==> config.mk <==
export PLATFORM = sky130hd
export DESIGN_NAME = scgen_top
export DESIGN_NICKNAME = d
export VERILOG_FILES = /design/src/rtl/scgen_pkg.sv /design/src/rtl/scgen_top.sv
export VERILOG_INCLUDE_DIRS = /design/src /design/src/rtl
export SDC_FILE = /design/constraint.sdc
export NUM_CORES = 1
export LEC_CHECK = 0
export BUFFER_PORTS_ARGS = -buffer_cell sky130_fd_sc_hd__buf_2
export CAP_MARGIN = 10
export CORE_MARGIN = 10
export CORE_UTILIZATION = 50
export CTS_CLUSTER_SIZE = 8
export DETAILED_ROUTE_END_ITERATION = 7
export PLACE_DENSITY = 0.83
export RECOVER_POWER = 25
export SYNTH_ARGS = -nofsm -noshare
export SYNTH_HDL_FRONTEND = slang
export SYNTH_SLANG_ARGS = --single-unit
==> constraint.sdc <==
create_clock -name core_clk -period 4.69 [get_ports core_clk]
set_clock_uncertainty 0.2 [all_clocks]
set_input_delay 0.938 -clock core_clk [delete_from_list [all_inputs] [get_ports core_clk]]
set_output_delay 0.938 -clock core_clk [all_outputs]
set_load 0.01 [all_outputs]
==> src/rtl/scgen_defines.svh <==
// Offsets, field positions, reset values and encodings of the special cycle generator.
// Assumes inclusion by bare name from rtl/.
`ifndef SCGEN_DEFINES_SVH
`define SCGEN_DEFINES_SVH
`define SCGEN_OFF_ADDR 12'h000
`define SCGEN_OFF_CTL 12'h004
`define SCGEN_OFF_MASK 12'h008
`define SCGEN_OFF_CMP 12'h00C
`define SCGEN_OFF_SWP 12'h010
`define SCGEN_OFF_MAST 12'h014
`define SCGEN_CTL_TYPE_LO 0
`define SCGEN_CTL_SPACE 2
`define SCGEN_MAST_HOLD 0
`define SCGEN_MAST_ACK 1
`define SCGEN_TYPE_OFF 2'h0
`define SCGEN_TYPE_RMW 2'h1
`define SCGEN_TYPE_LOCK 2'h2
`define SCGEN_SP_A16 3'h0
`define SCGEN_SP_A24 3'h1
`define SCGEN_SP_A32 3'h2
`define SCGEN_W8 2'h0
`define SCGEN_W16 2'h1
`define SCGEN_W32 2'h2
`define SCGEN_RST_WORD 32'h0000_0000
`endif

==> src/rtl/scgen_pkg.sv <==
// Types of the special cycle generator.
// Assumes the defines header is available.
package scgen_pkg;
    // PCI target request, one per data phase
    typedef struct packed {
        logic [31:0] addr;
        logic io_space;
        logic write;
        logic [3:0] byte_en_n;
        logic [31:0] wdata;
    } scgen_preq_type;
    // Image attributes of the covering target image
    typedef struct packed {
        logic [2:0] space;
        logic [1:0] max_width;
        logic posted_wr_en;
        logic [5:0] am_code;
    } scgen_image_type;
    // VMEbus master request
    typedef struct packed {
        logic [31:0] addr;
        logic [5:0] am_code;
        logic [1:0] width;
        logic write;
        logic addr_only;
        logic [31:0] wdata;
    } scgen_vreq_type;
    typedef enum logic [5:0] {
        SCGEN_IDLE = 6'b000001,
        SCGEN_RD = 6'b000010,
        SCGEN_WR = 6'b000100,
        SCGEN_LOCK = 6'b001000,
        SCGEN_DONE = 6'b010000,
        SCGEN_ABORT = 6'b100000
    } scgen_state_type;
endpackage

==> src/rtl/scgen_top.sv <==
// Special cycle generator for the PCI target channel: RMW and lock cycles.
// Assumes a PCI target front end giving single-beat requests, and a VMEbus master engine.
`timescale 1ns/100ps
`default_nettype none
`include "scgen_defines.svh"

// Behaviour
// RULE1 - trigger only on address and space match
// RULE2 - no ACK64 on special address match
// RULE3 - VME attributes from covering target image
// RULE4 - type field: off, RMW, lock
// RULE5 - RMW read gives one read, one write
// RULE6 - hold PCI read, return read data
// RULE7 - RMW width follows PCI read width
// RULE8 - swap masked bits that compare true
// RULE9 - RMW-mode writes pass as normal writes
// RULE10 - single beat, no packing during RMW
// RULE11 - only 8, aligned 16, aligned 32
// RULE12 - size within image maximum data width
// RULE13 - RMW only in A16, A24, A32
// RULE14 - illegal RMW read gets Target-Abort
// RULE15 - lock write makes coupled address-only cycle
// RULE16 - lock-mode reads normal, write data dropped
// RULE17 - lock AM code from target image
// RULE18 - hold bit keeps sole bus ownership
// RULE19 - software sets hold, waits acknowledge, clears
// RULE20 - software clears hold after bus error
// RULE21 - ignore byte enables, posted writes disabled
// RULE22 - lock outside A16/A24/A32 becomes regular
module scgen_top (
    // Clock and reset
    input wire logic core_clk,
    input wire logic nrst,
    // APB slave
    input wire logic psel,
    input wire logic penable,
    input wire logic pwrite,
    input wire logic [11:0] paddr,
    input wire logic [31:0] pwdata,
    output logic [31:0] prdata,
    output logic pready,
    output logic pslverr,
    // PCI target request side
    input wire logic preq_valid,
    input wire scgen_pkg::scgen_preq_type preq,
    input wire scgen_pkg::scgen_image_type image,
    output logic preq_hit,
    output logic ack64_inhibit,
    output logic preq_bypass,
    output logic preq_done,
    output logic preq_abort,
    output logic [31:0] preq_rdata,
    // VMEbus master side
    output logic vreq_valid,
    output scgen_pkg::scgen_vreq_type vreq,
    input wire logic vreq_done,
    input wire logic vreq_berr,
    input wire logic [31:0] vreq_rdata,
    input wire logic bus_owned,
    output logic hold_bus_ownership
);
    import scgen_pkg::*;

    logic [31:0] special_cycle_address_reg;
    logic [31:0] special_cycle_control_reg;
    logic [31:0] rmw_bit_mask_reg;
    logic [31:0] rmw_compare_data_reg;
    logic [31:0] rmw_swap_data_reg;
    logic hold_reg;
    logic ack_reg;
    scgen_state_type state_reg;
    scgen_state_type state_next;
    scgen_vreq_type vreq_reg;
    logic [31:0] rdata_reg;
    logic [1:0] special_cycle_type;
    logic pci_space_select;
    logic apb_wr;
    logic addr_hit;
    logic space_ok;
    logic size_ok;
    logic width_ok;
    logic width_fits;
    logic [1:0] req_width;
    logic [31:0] merged;

    // Register field views
    assign special_cycle_type = special_cycle_control_reg[`SCGEN_CTL_TYPE_LO +: 2];
    assign pci_space_select = special_cycle_control_reg[`SCGEN_CTL_SPACE];
    assign apb_wr = psel && penable && pwrite;
    assign pready = 1'b1;
    assign pslverr = 1'b0;

    // APB register writes
    always_ff @(posedge core_clk or negedge nrst) begin
        if (!nrst) begin
            special_cycle_address_reg <= `SCGEN_RST_WORD;
            special_cycle_control_reg <= `SCGEN_RST_WORD;
            rmw_bit_mask_reg <= `SCGEN_RST_WORD;
            rmw_compare_data_reg <= `SCGEN_RST_WORD;
            rmw_swap_data_reg <= `SCGEN_RST_WORD;
            hold_reg <= 1'b0;
        end else if (apb_wr) begin
            unique case (paddr)
                `SCGEN_OFF_ADDR: special_cycle_address_reg <= pwdata;
                `SCGEN_OFF_CTL: special_cycle_control_reg <= {29'h0000_0000, pwdata[2:0]};
                `SCGEN_OFF_MASK: rmw_bit_mask_reg <= pwdata;
                `SCGEN_OFF_CMP: rmw_compare_data_reg <= pwdata;
                `SCGEN_OFF_SWP: rmw_swap_data_reg <= pwdata;
                `SCGEN_OFF_MAST: hold_reg <= pwdata[`SCGEN_MAST_HOLD];
                default: ;
            endcase
        end
    end

    // Ownership acknowledge follows hold once the bus is owned
    // RULE18 sole ownership hold
    always_ff @(posedge core_clk or negedge nrst) begin
        if (!nrst) begin
            ack_reg <= 1'b0;
        end else begin
            ack_reg <= hold_reg && bus_owned;
        end
    end
    assign hold_bus_ownership = hold_reg;

    // APB read mux, unmapped reads as zero
    always_comb begin
        prdata = 32'h0000_0000;
        unique case (paddr)
            `SCGEN_OFF_ADDR: prdata = special_cycle_address_reg;
            `SCGEN_OFF_CTL: prdata = special_cycle_control_reg;
            `SCGEN_OFF_MASK: prdata = rmw_bit_mask_reg;
            `SCGEN_OFF_CMP: prdata = rmw_compare_data_reg;
            `SCGEN_OFF_SWP: prdata = rmw_swap_data_reg;
            `SCGEN_OFF_MAST: prdata = {30'h0000_0000, ack_reg, hold_reg};
            default: prdata = 32'h0000_0000;
        endcase
    end

    // RULE1 address and space compare
    assign addr_hit = preq_valid && (special_cycle_type != `SCGEN_TYPE_OFF)
        && (preq.addr == special_cycle_address_reg) && (preq.io_space == pci_space_select);
    // RULE2 no 64-bit acknowledge on hit
    assign ack64_inhibit = preq_valid && (preq.addr == special_cycle_address_reg)
        && (preq.io_space == pci_space_select);
    // RULE13 RULE22 legal VME address spaces
    assign space_ok = (image.space == `SCGEN_SP_A16) || (image.space == `SCGEN_SP_A24)
        || (image.space == `SCGEN_SP_A32);

    // RULE11 RULE7 width from byte enables
    always_comb begin
        req_width = `SCGEN_W8;
        size_ok = 1'b0;
        unique case (preq.byte_en_n)
            4'hE, 4'hD, 4'hB, 4'h7: begin
                req_width = `SCGEN_W8;
                size_ok = 1'b1;
            end
            4'hC, 4'h3: begin
                req_width = `SCGEN_W16;
                size_ok = 1'b1;
            end
            4'h0: begin
                req_width = `SCGEN_W32;
                size_ok = 1'b1;
            end
            default: begin
                req_width = `SCGEN_W8;
                size_ok = 1'b0;
            end
        endcase
    end
    // RULE12 within image maximum width
    assign width_fits = (req_width <= image.max_width);
    assign width_ok = size_ok && width_fits;

    // RULE8 masked compare and swap
    always_comb begin
        merged = vreq_rdata;
        for (int i = 0; i < 32; i++) begin
            if (rmw_bit_mask_reg[i] && (vreq_rdata[i] == rmw_compare_data_reg[i])) begin
                merged[i] = rmw_swap_data_reg[i];
            end
        end
    end

    // RULE4 mode selection and sequencing
    always_comb begin
        state_next = state_reg;
        unique case (state_reg)
            SCGEN_IDLE: begin
                if (addr_hit && (special_cycle_type == `SCGEN_TYPE_RMW) && !preq.write) begin
                    // RULE14 abort illegal RMW reads
                    if (width_ok && space_ok) begin
                        state_next = SCGEN_RD;
                    end else begin
                        state_next = SCGEN_ABORT;
                    end
                // RULE21 lock needs posted writes off
                end else if (addr_hit && (special_cycle_type == `SCGEN_TYPE_LOCK) && preq.write
                    && space_ok && !image.posted_wr_en) begin
                    state_next = SCGEN_LOCK;
                end
            end
            SCGEN_RD: begin
                if (vreq_berr) begin
                    state_next = SCGEN_ABORT;
                end else if (vreq_done) begin
                    state_next = SCGEN_WR;
                end
            end
            SCGEN_WR, SCGEN_LOCK: begin
                if (vreq_berr) begin
                    state_next = SCGEN_ABORT;
                end else if (vreq_done) begin
                    state_next = SCGEN_DONE;
                end
            end
            SCGEN_DONE, SCGEN_ABORT: state_next = SCGEN_IDLE;
            default: state_next = SCGEN_IDLE;
        endcase
    end

    // State register
    always_ff @(posedge core_clk or negedge nrst) begin
        if (!nrst) begin
            state_reg <= SCGEN_IDLE;
        end else begin
            state_reg <= state_next;
        end
    end

    // VME request build, RULE3 RULE17 attributes from image
    always_ff @(posedge core_clk or negedge nrst) begin
        if (!nrst) begin
            vreq_reg <= '0;
        end else if (state_reg == SCGEN_IDLE) begin
            vreq_reg.addr <= preq.addr;
            vreq_reg.am_code <= image.am_code;
            // RULE10 single beat of request width, 32-bit for lock cycles
            vreq_reg.width <= (state_next == SCGEN_LOCK) ? `SCGEN_W32 : req_width;
            vreq_reg.write <= (state_next == SCGEN_LOCK);
            // RULE15 RULE16 address only, data dropped
            vreq_reg.addr_only <= (state_next == SCGEN_LOCK);
            vreq_reg.wdata <= 32'h0000_0000;
        // RULE5 read then one write
        end else if ((state_reg == SCGEN_RD) && vreq_done && !vreq_berr) begin
            vreq_reg.write <= 1'b1;
            vreq_reg.wdata <= merged;
        end
    end
    assign vreq = vreq_reg;
    assign vreq_valid = (state_reg == SCGEN_RD) || (state_reg == SCGEN_WR)
        || (state_reg == SCGEN_LOCK);

    // RULE6 keep read data for the PCI master
    always_ff @(posedge core_clk or negedge nrst) begin
        if (!nrst) begin
            rdata_reg <= 32'h0000_0000;
        end else if ((state_reg == SCGEN_RD) && vreq_done) begin
            rdata_reg <= vreq_rdata;
        end
    end

    // PCI side answers; RULE9 RULE22 others bypass
    assign preq_hit = (state_reg != SCGEN_IDLE) || (state_next != SCGEN_IDLE);
    assign preq_bypass = preq_valid && (state_reg == SCGEN_IDLE) && (state_next == SCGEN_IDLE);
    assign preq_done = (state_reg == SCGEN_DONE);
    assign preq_abort = (state_reg == SCGEN_ABORT);
    assign preq_rdata = rdata_reg;
endmodule // scgen_top
`default_nettype wire

==> results.tsv <==
stage	metric	value	unit
die	core area	22000	sq um
critical_path	Crit-path slowest cell	and3_2	
synth	top cells by area, synth	dfrtp_1 55%, mux2_2 15%, nand2_1 5.9%, a22oi_1 4.0%, a21oi_1 3.0%	
detailed_routing	Post-DRT Antenna Nets	0	
status	failing checks	max-capacitance violations, max-slew violations	
timing	f_max	241	MHz
die	Die Wd	170	um
placed_design	Detailed Place HPWL	24300	um
detailed_routing	wirelength, routed	34600	um
timing	crit share post-route	0.884	
critical_path	worst-path maximum fanout	14	
placed_design	buffers added on ports	279	
final_layout	fin area	13900	sq um
power	power density cells	334	nW/um^2
timing	Slew @ Worst Pin	3360	ps
clocking	CTS tree	yes	
detailed_routing	DR iter-0 viols	696	
power	static leakage	7.24	nW
timing	setup violators final	0	
die	Starting Density	0.510	
global_routing	first-pass GRT wire length	52700	um
final_layout	register area	6130	sq um
critical_path	WP buf/inv	3	
synth	Post-Synthesis Mean Instance Area	11.2	sq um
final_layout	filler instances	1693	
synth	post-synthesis register bit count	245	
synth	share of the synthesized area in the top cell type	0.545	
synth	synth unique cells	55	
clocking	Clk Latency, worst-skew pair	500	ps
timing	RSZ-0062 raised after global routing	no	
synth	post-synth top area cell	dfrtp_1	
clocking	Num CTS Buffers	36	
timing	TNS Setup	0	ps
status	status	complete, but fails checks	
critical_path	Setup CP Type	in -> out	
placed_design	Placement Cell Area	12900	sq um
critical_path	crit-path max cell delay	560	ps
global_routing	initial antenna violation count	9	
synth	sequential cell area fraction in the yosys report	0.547	
critical_path	Crit path max-delay family	simple AND/OR/NAND/NOR gates	
placed_design	pre-CTS WS	564	ps
critical_path	worst path cell trace	buf_2 -> nor4_2 -> and4b_1 -> and3_2 -> buf_12 -> a22oi_1 -> nand2_1 -> buf_2	
clocking	cts hold-fix bufs	0	
global_routing	pin count of the biggest net entering global routing	134	
clocking	clock root cell	clkbuf_16	
synth	mapped cell area	11200	sq um
detailed_routing	DR pass1 iterations	5	
die	die area	28800	sq um
placed_design	RD Place Congestion	0.846	
die	DIE HEIGHT	170	um
synth	Synth Warn #	0	
detailed_routing	drt wl/cell	22.0	um
critical_path	CP Launch Type	primary input	
detailed_routing	Vias per Instance	5.74	
detailed_routing	via count	9033	
critical_path	CP dominant cell by count	buf_2	
synth	Synth Instances	997	
clocking	clock sink count	245	
job	max-cap viol count	1	
critical_path	CP Capture Type	output port	
timing	Final Max Tran Viols	133	
detailed_routing	Residual DRC	0	
power	Peak VDD IR	0.000234	V
die	Std-Cell Rows	54	
synth	EDFF count, synth	0	
clocking	cts repair resizes	0	
global_routing	GR Overflow Total	0	
timing	setup ws final	546	ps
clocking	Reg clk slew, reported paths	50	ps
timing	minimum clock period	4140	ps
global_routing	vias in the first global route	9402	
clocking	Post-CTS Setup Repair Bufs	0	
min_path	worst hold path type	reg -> reg	
timing	relative slew slack	-1.24	
power	Power, Total	4.63	mW
critical_path	Arrival @ worst endpoint	3010	ps
final_layout	Largest register FFs	74	
timing	Final Hold Fails	0	
final_layout	Multi-input gate area	4700	sq um
clocking	htree depth	2	
global_routing	gr usage total	0.234	
final_layout	# nets final	1449	
critical_path	Critical Path RT	3550	ps
final_layout	area growth from synthesis to layout	23.6	%
synth	Async SR Flop Fraction	1.00	
final_layout	ratio of cells with drive above 1 in the final layout	0.392	
clocking	Bufs on Longest Clock Path	3	
die	IO Count	314	
synth	net count after synthesis	1166	
synth	Main synth FF type	dfrtp_1	
## layout by cell type (no fill, tap or decap), types with 13 or more instances in the layout
cell	instances
nand3_1	37
a22oi_1	60
mux2_2	151
buf_4	16
nand2_1	176
a21oi_1	68
xnor2_1	26
clkbuf_16	37
mux2_1	13
dfrtp_1	244
o21ai_0	16
buf_2	278
nor2_1	16
inv_1	30
o31ai_1	26
## final timing paths
check,startpoint,endpoint,slack [ps],cells after the start
setup / recovery,paddr[9],prdata[10],550,8
hold / removal,vreq[43]$_DFFE_PN0N_,vreq[43]$_DFFE_PN0N_,260,2
setup reg to reg,state_reg[4]$_DFF_PN0_,vreq[8]$_DFFE_PN0P_,2070,5
hold reg to reg,vreq[43]$_DFFE_PN0N_,vreq[43]$_DFFE_PN0N_,260,2
max in group asynchronous,nrst,rmw_compare_data_reg[19]$_DFFE_PN0P_,970,2
min in group asynchronous,nrst,vreq[36]$_DFFE_PN0N_,1300,1
## report_power, final
| group | total [mW] | internal (mW) | switching (mW) |
|---|---|---|---|
| registers | 2.15 | 2.14 | 0.0101 |
| clock network | 2.25 | 1.39 | 0.855 |
| logic | 0.233 | 0.0870 | 0.146 |
## cell families after synthesis
kind of cell / count (synthesis) / share of synthesized area
AOI/OAI and AO/OA: 180 / 0.102
xor gates and xnor gates: 32 / 0.0250
adders and majority gates: 2 / 0.00223
buffers and inverters: 84 / 0.0348
DFF: 245 / 0.547
muxes: 168 / 0.171
other: 2 / 0.000670
and+or+nand+nor: 284 / 0.117
## per-layer routing
layer	global-route usage	up-vias	part of all wire
met5	0	-	0.00069
met4	0.0805	4	0.027
met3	0.0682	67	0.087
met2	0.397	374	0.49
met1	0.279	4485	0.39
li1	-	4103	-
## synthesized netlist by cell type, types with 13 or more instances
| cell | count |
|---|---|
| o31ai_1 | 26 |
| clkbuf_1 | 22 |
| mux2_1 | 13 |
| nand3_1 | 37 |
| nor2_1 | 16 |
| inv_1 | 30 |
| xnor2_1 | 26 |
| nand2_1 | 176 |
| a22oi_1 | 60 |
| mux2_2 | 151 |
| dfrtp_1 | 244 |
| buf_2 | 20 |
| o21ai_0 | 16 |
| a21oi_1 | 68 |
## final cells by class
type | count | area share
flip-flops and latches | 245 | 0.443
multi-input cells | 668 | 0.339
repair buffers | 299 | 0.114
clock buffers | 43 | 0.0685
well taps | 280 | 0.0253
inverters | 30 | 0.00813
diodes | 8 | 0.00145
clock inverters | 1 | 0.000361
## through the flow
stage	instances	util	hold WS, ps
final	1574	0.631	263
after global routing	1570	0.630	290
after CTS	1566	0.631	269
after detailed placement	1522	0.587	258
after global placement	1522	0.587	252
after floorplan	997	-	282
## worst register-to-register path: cells and delay by family, from the launching register on
kind | cells | cell delay [ps]
AND/OR/NAND/NOR | 3 | 1130
flip-flops | 1 | 450
buffers and inverters | 1 | 380
AO/OA/AOI/OAI | 1 | 360
No activity file was read; power rests on OpenSTA's default activity.
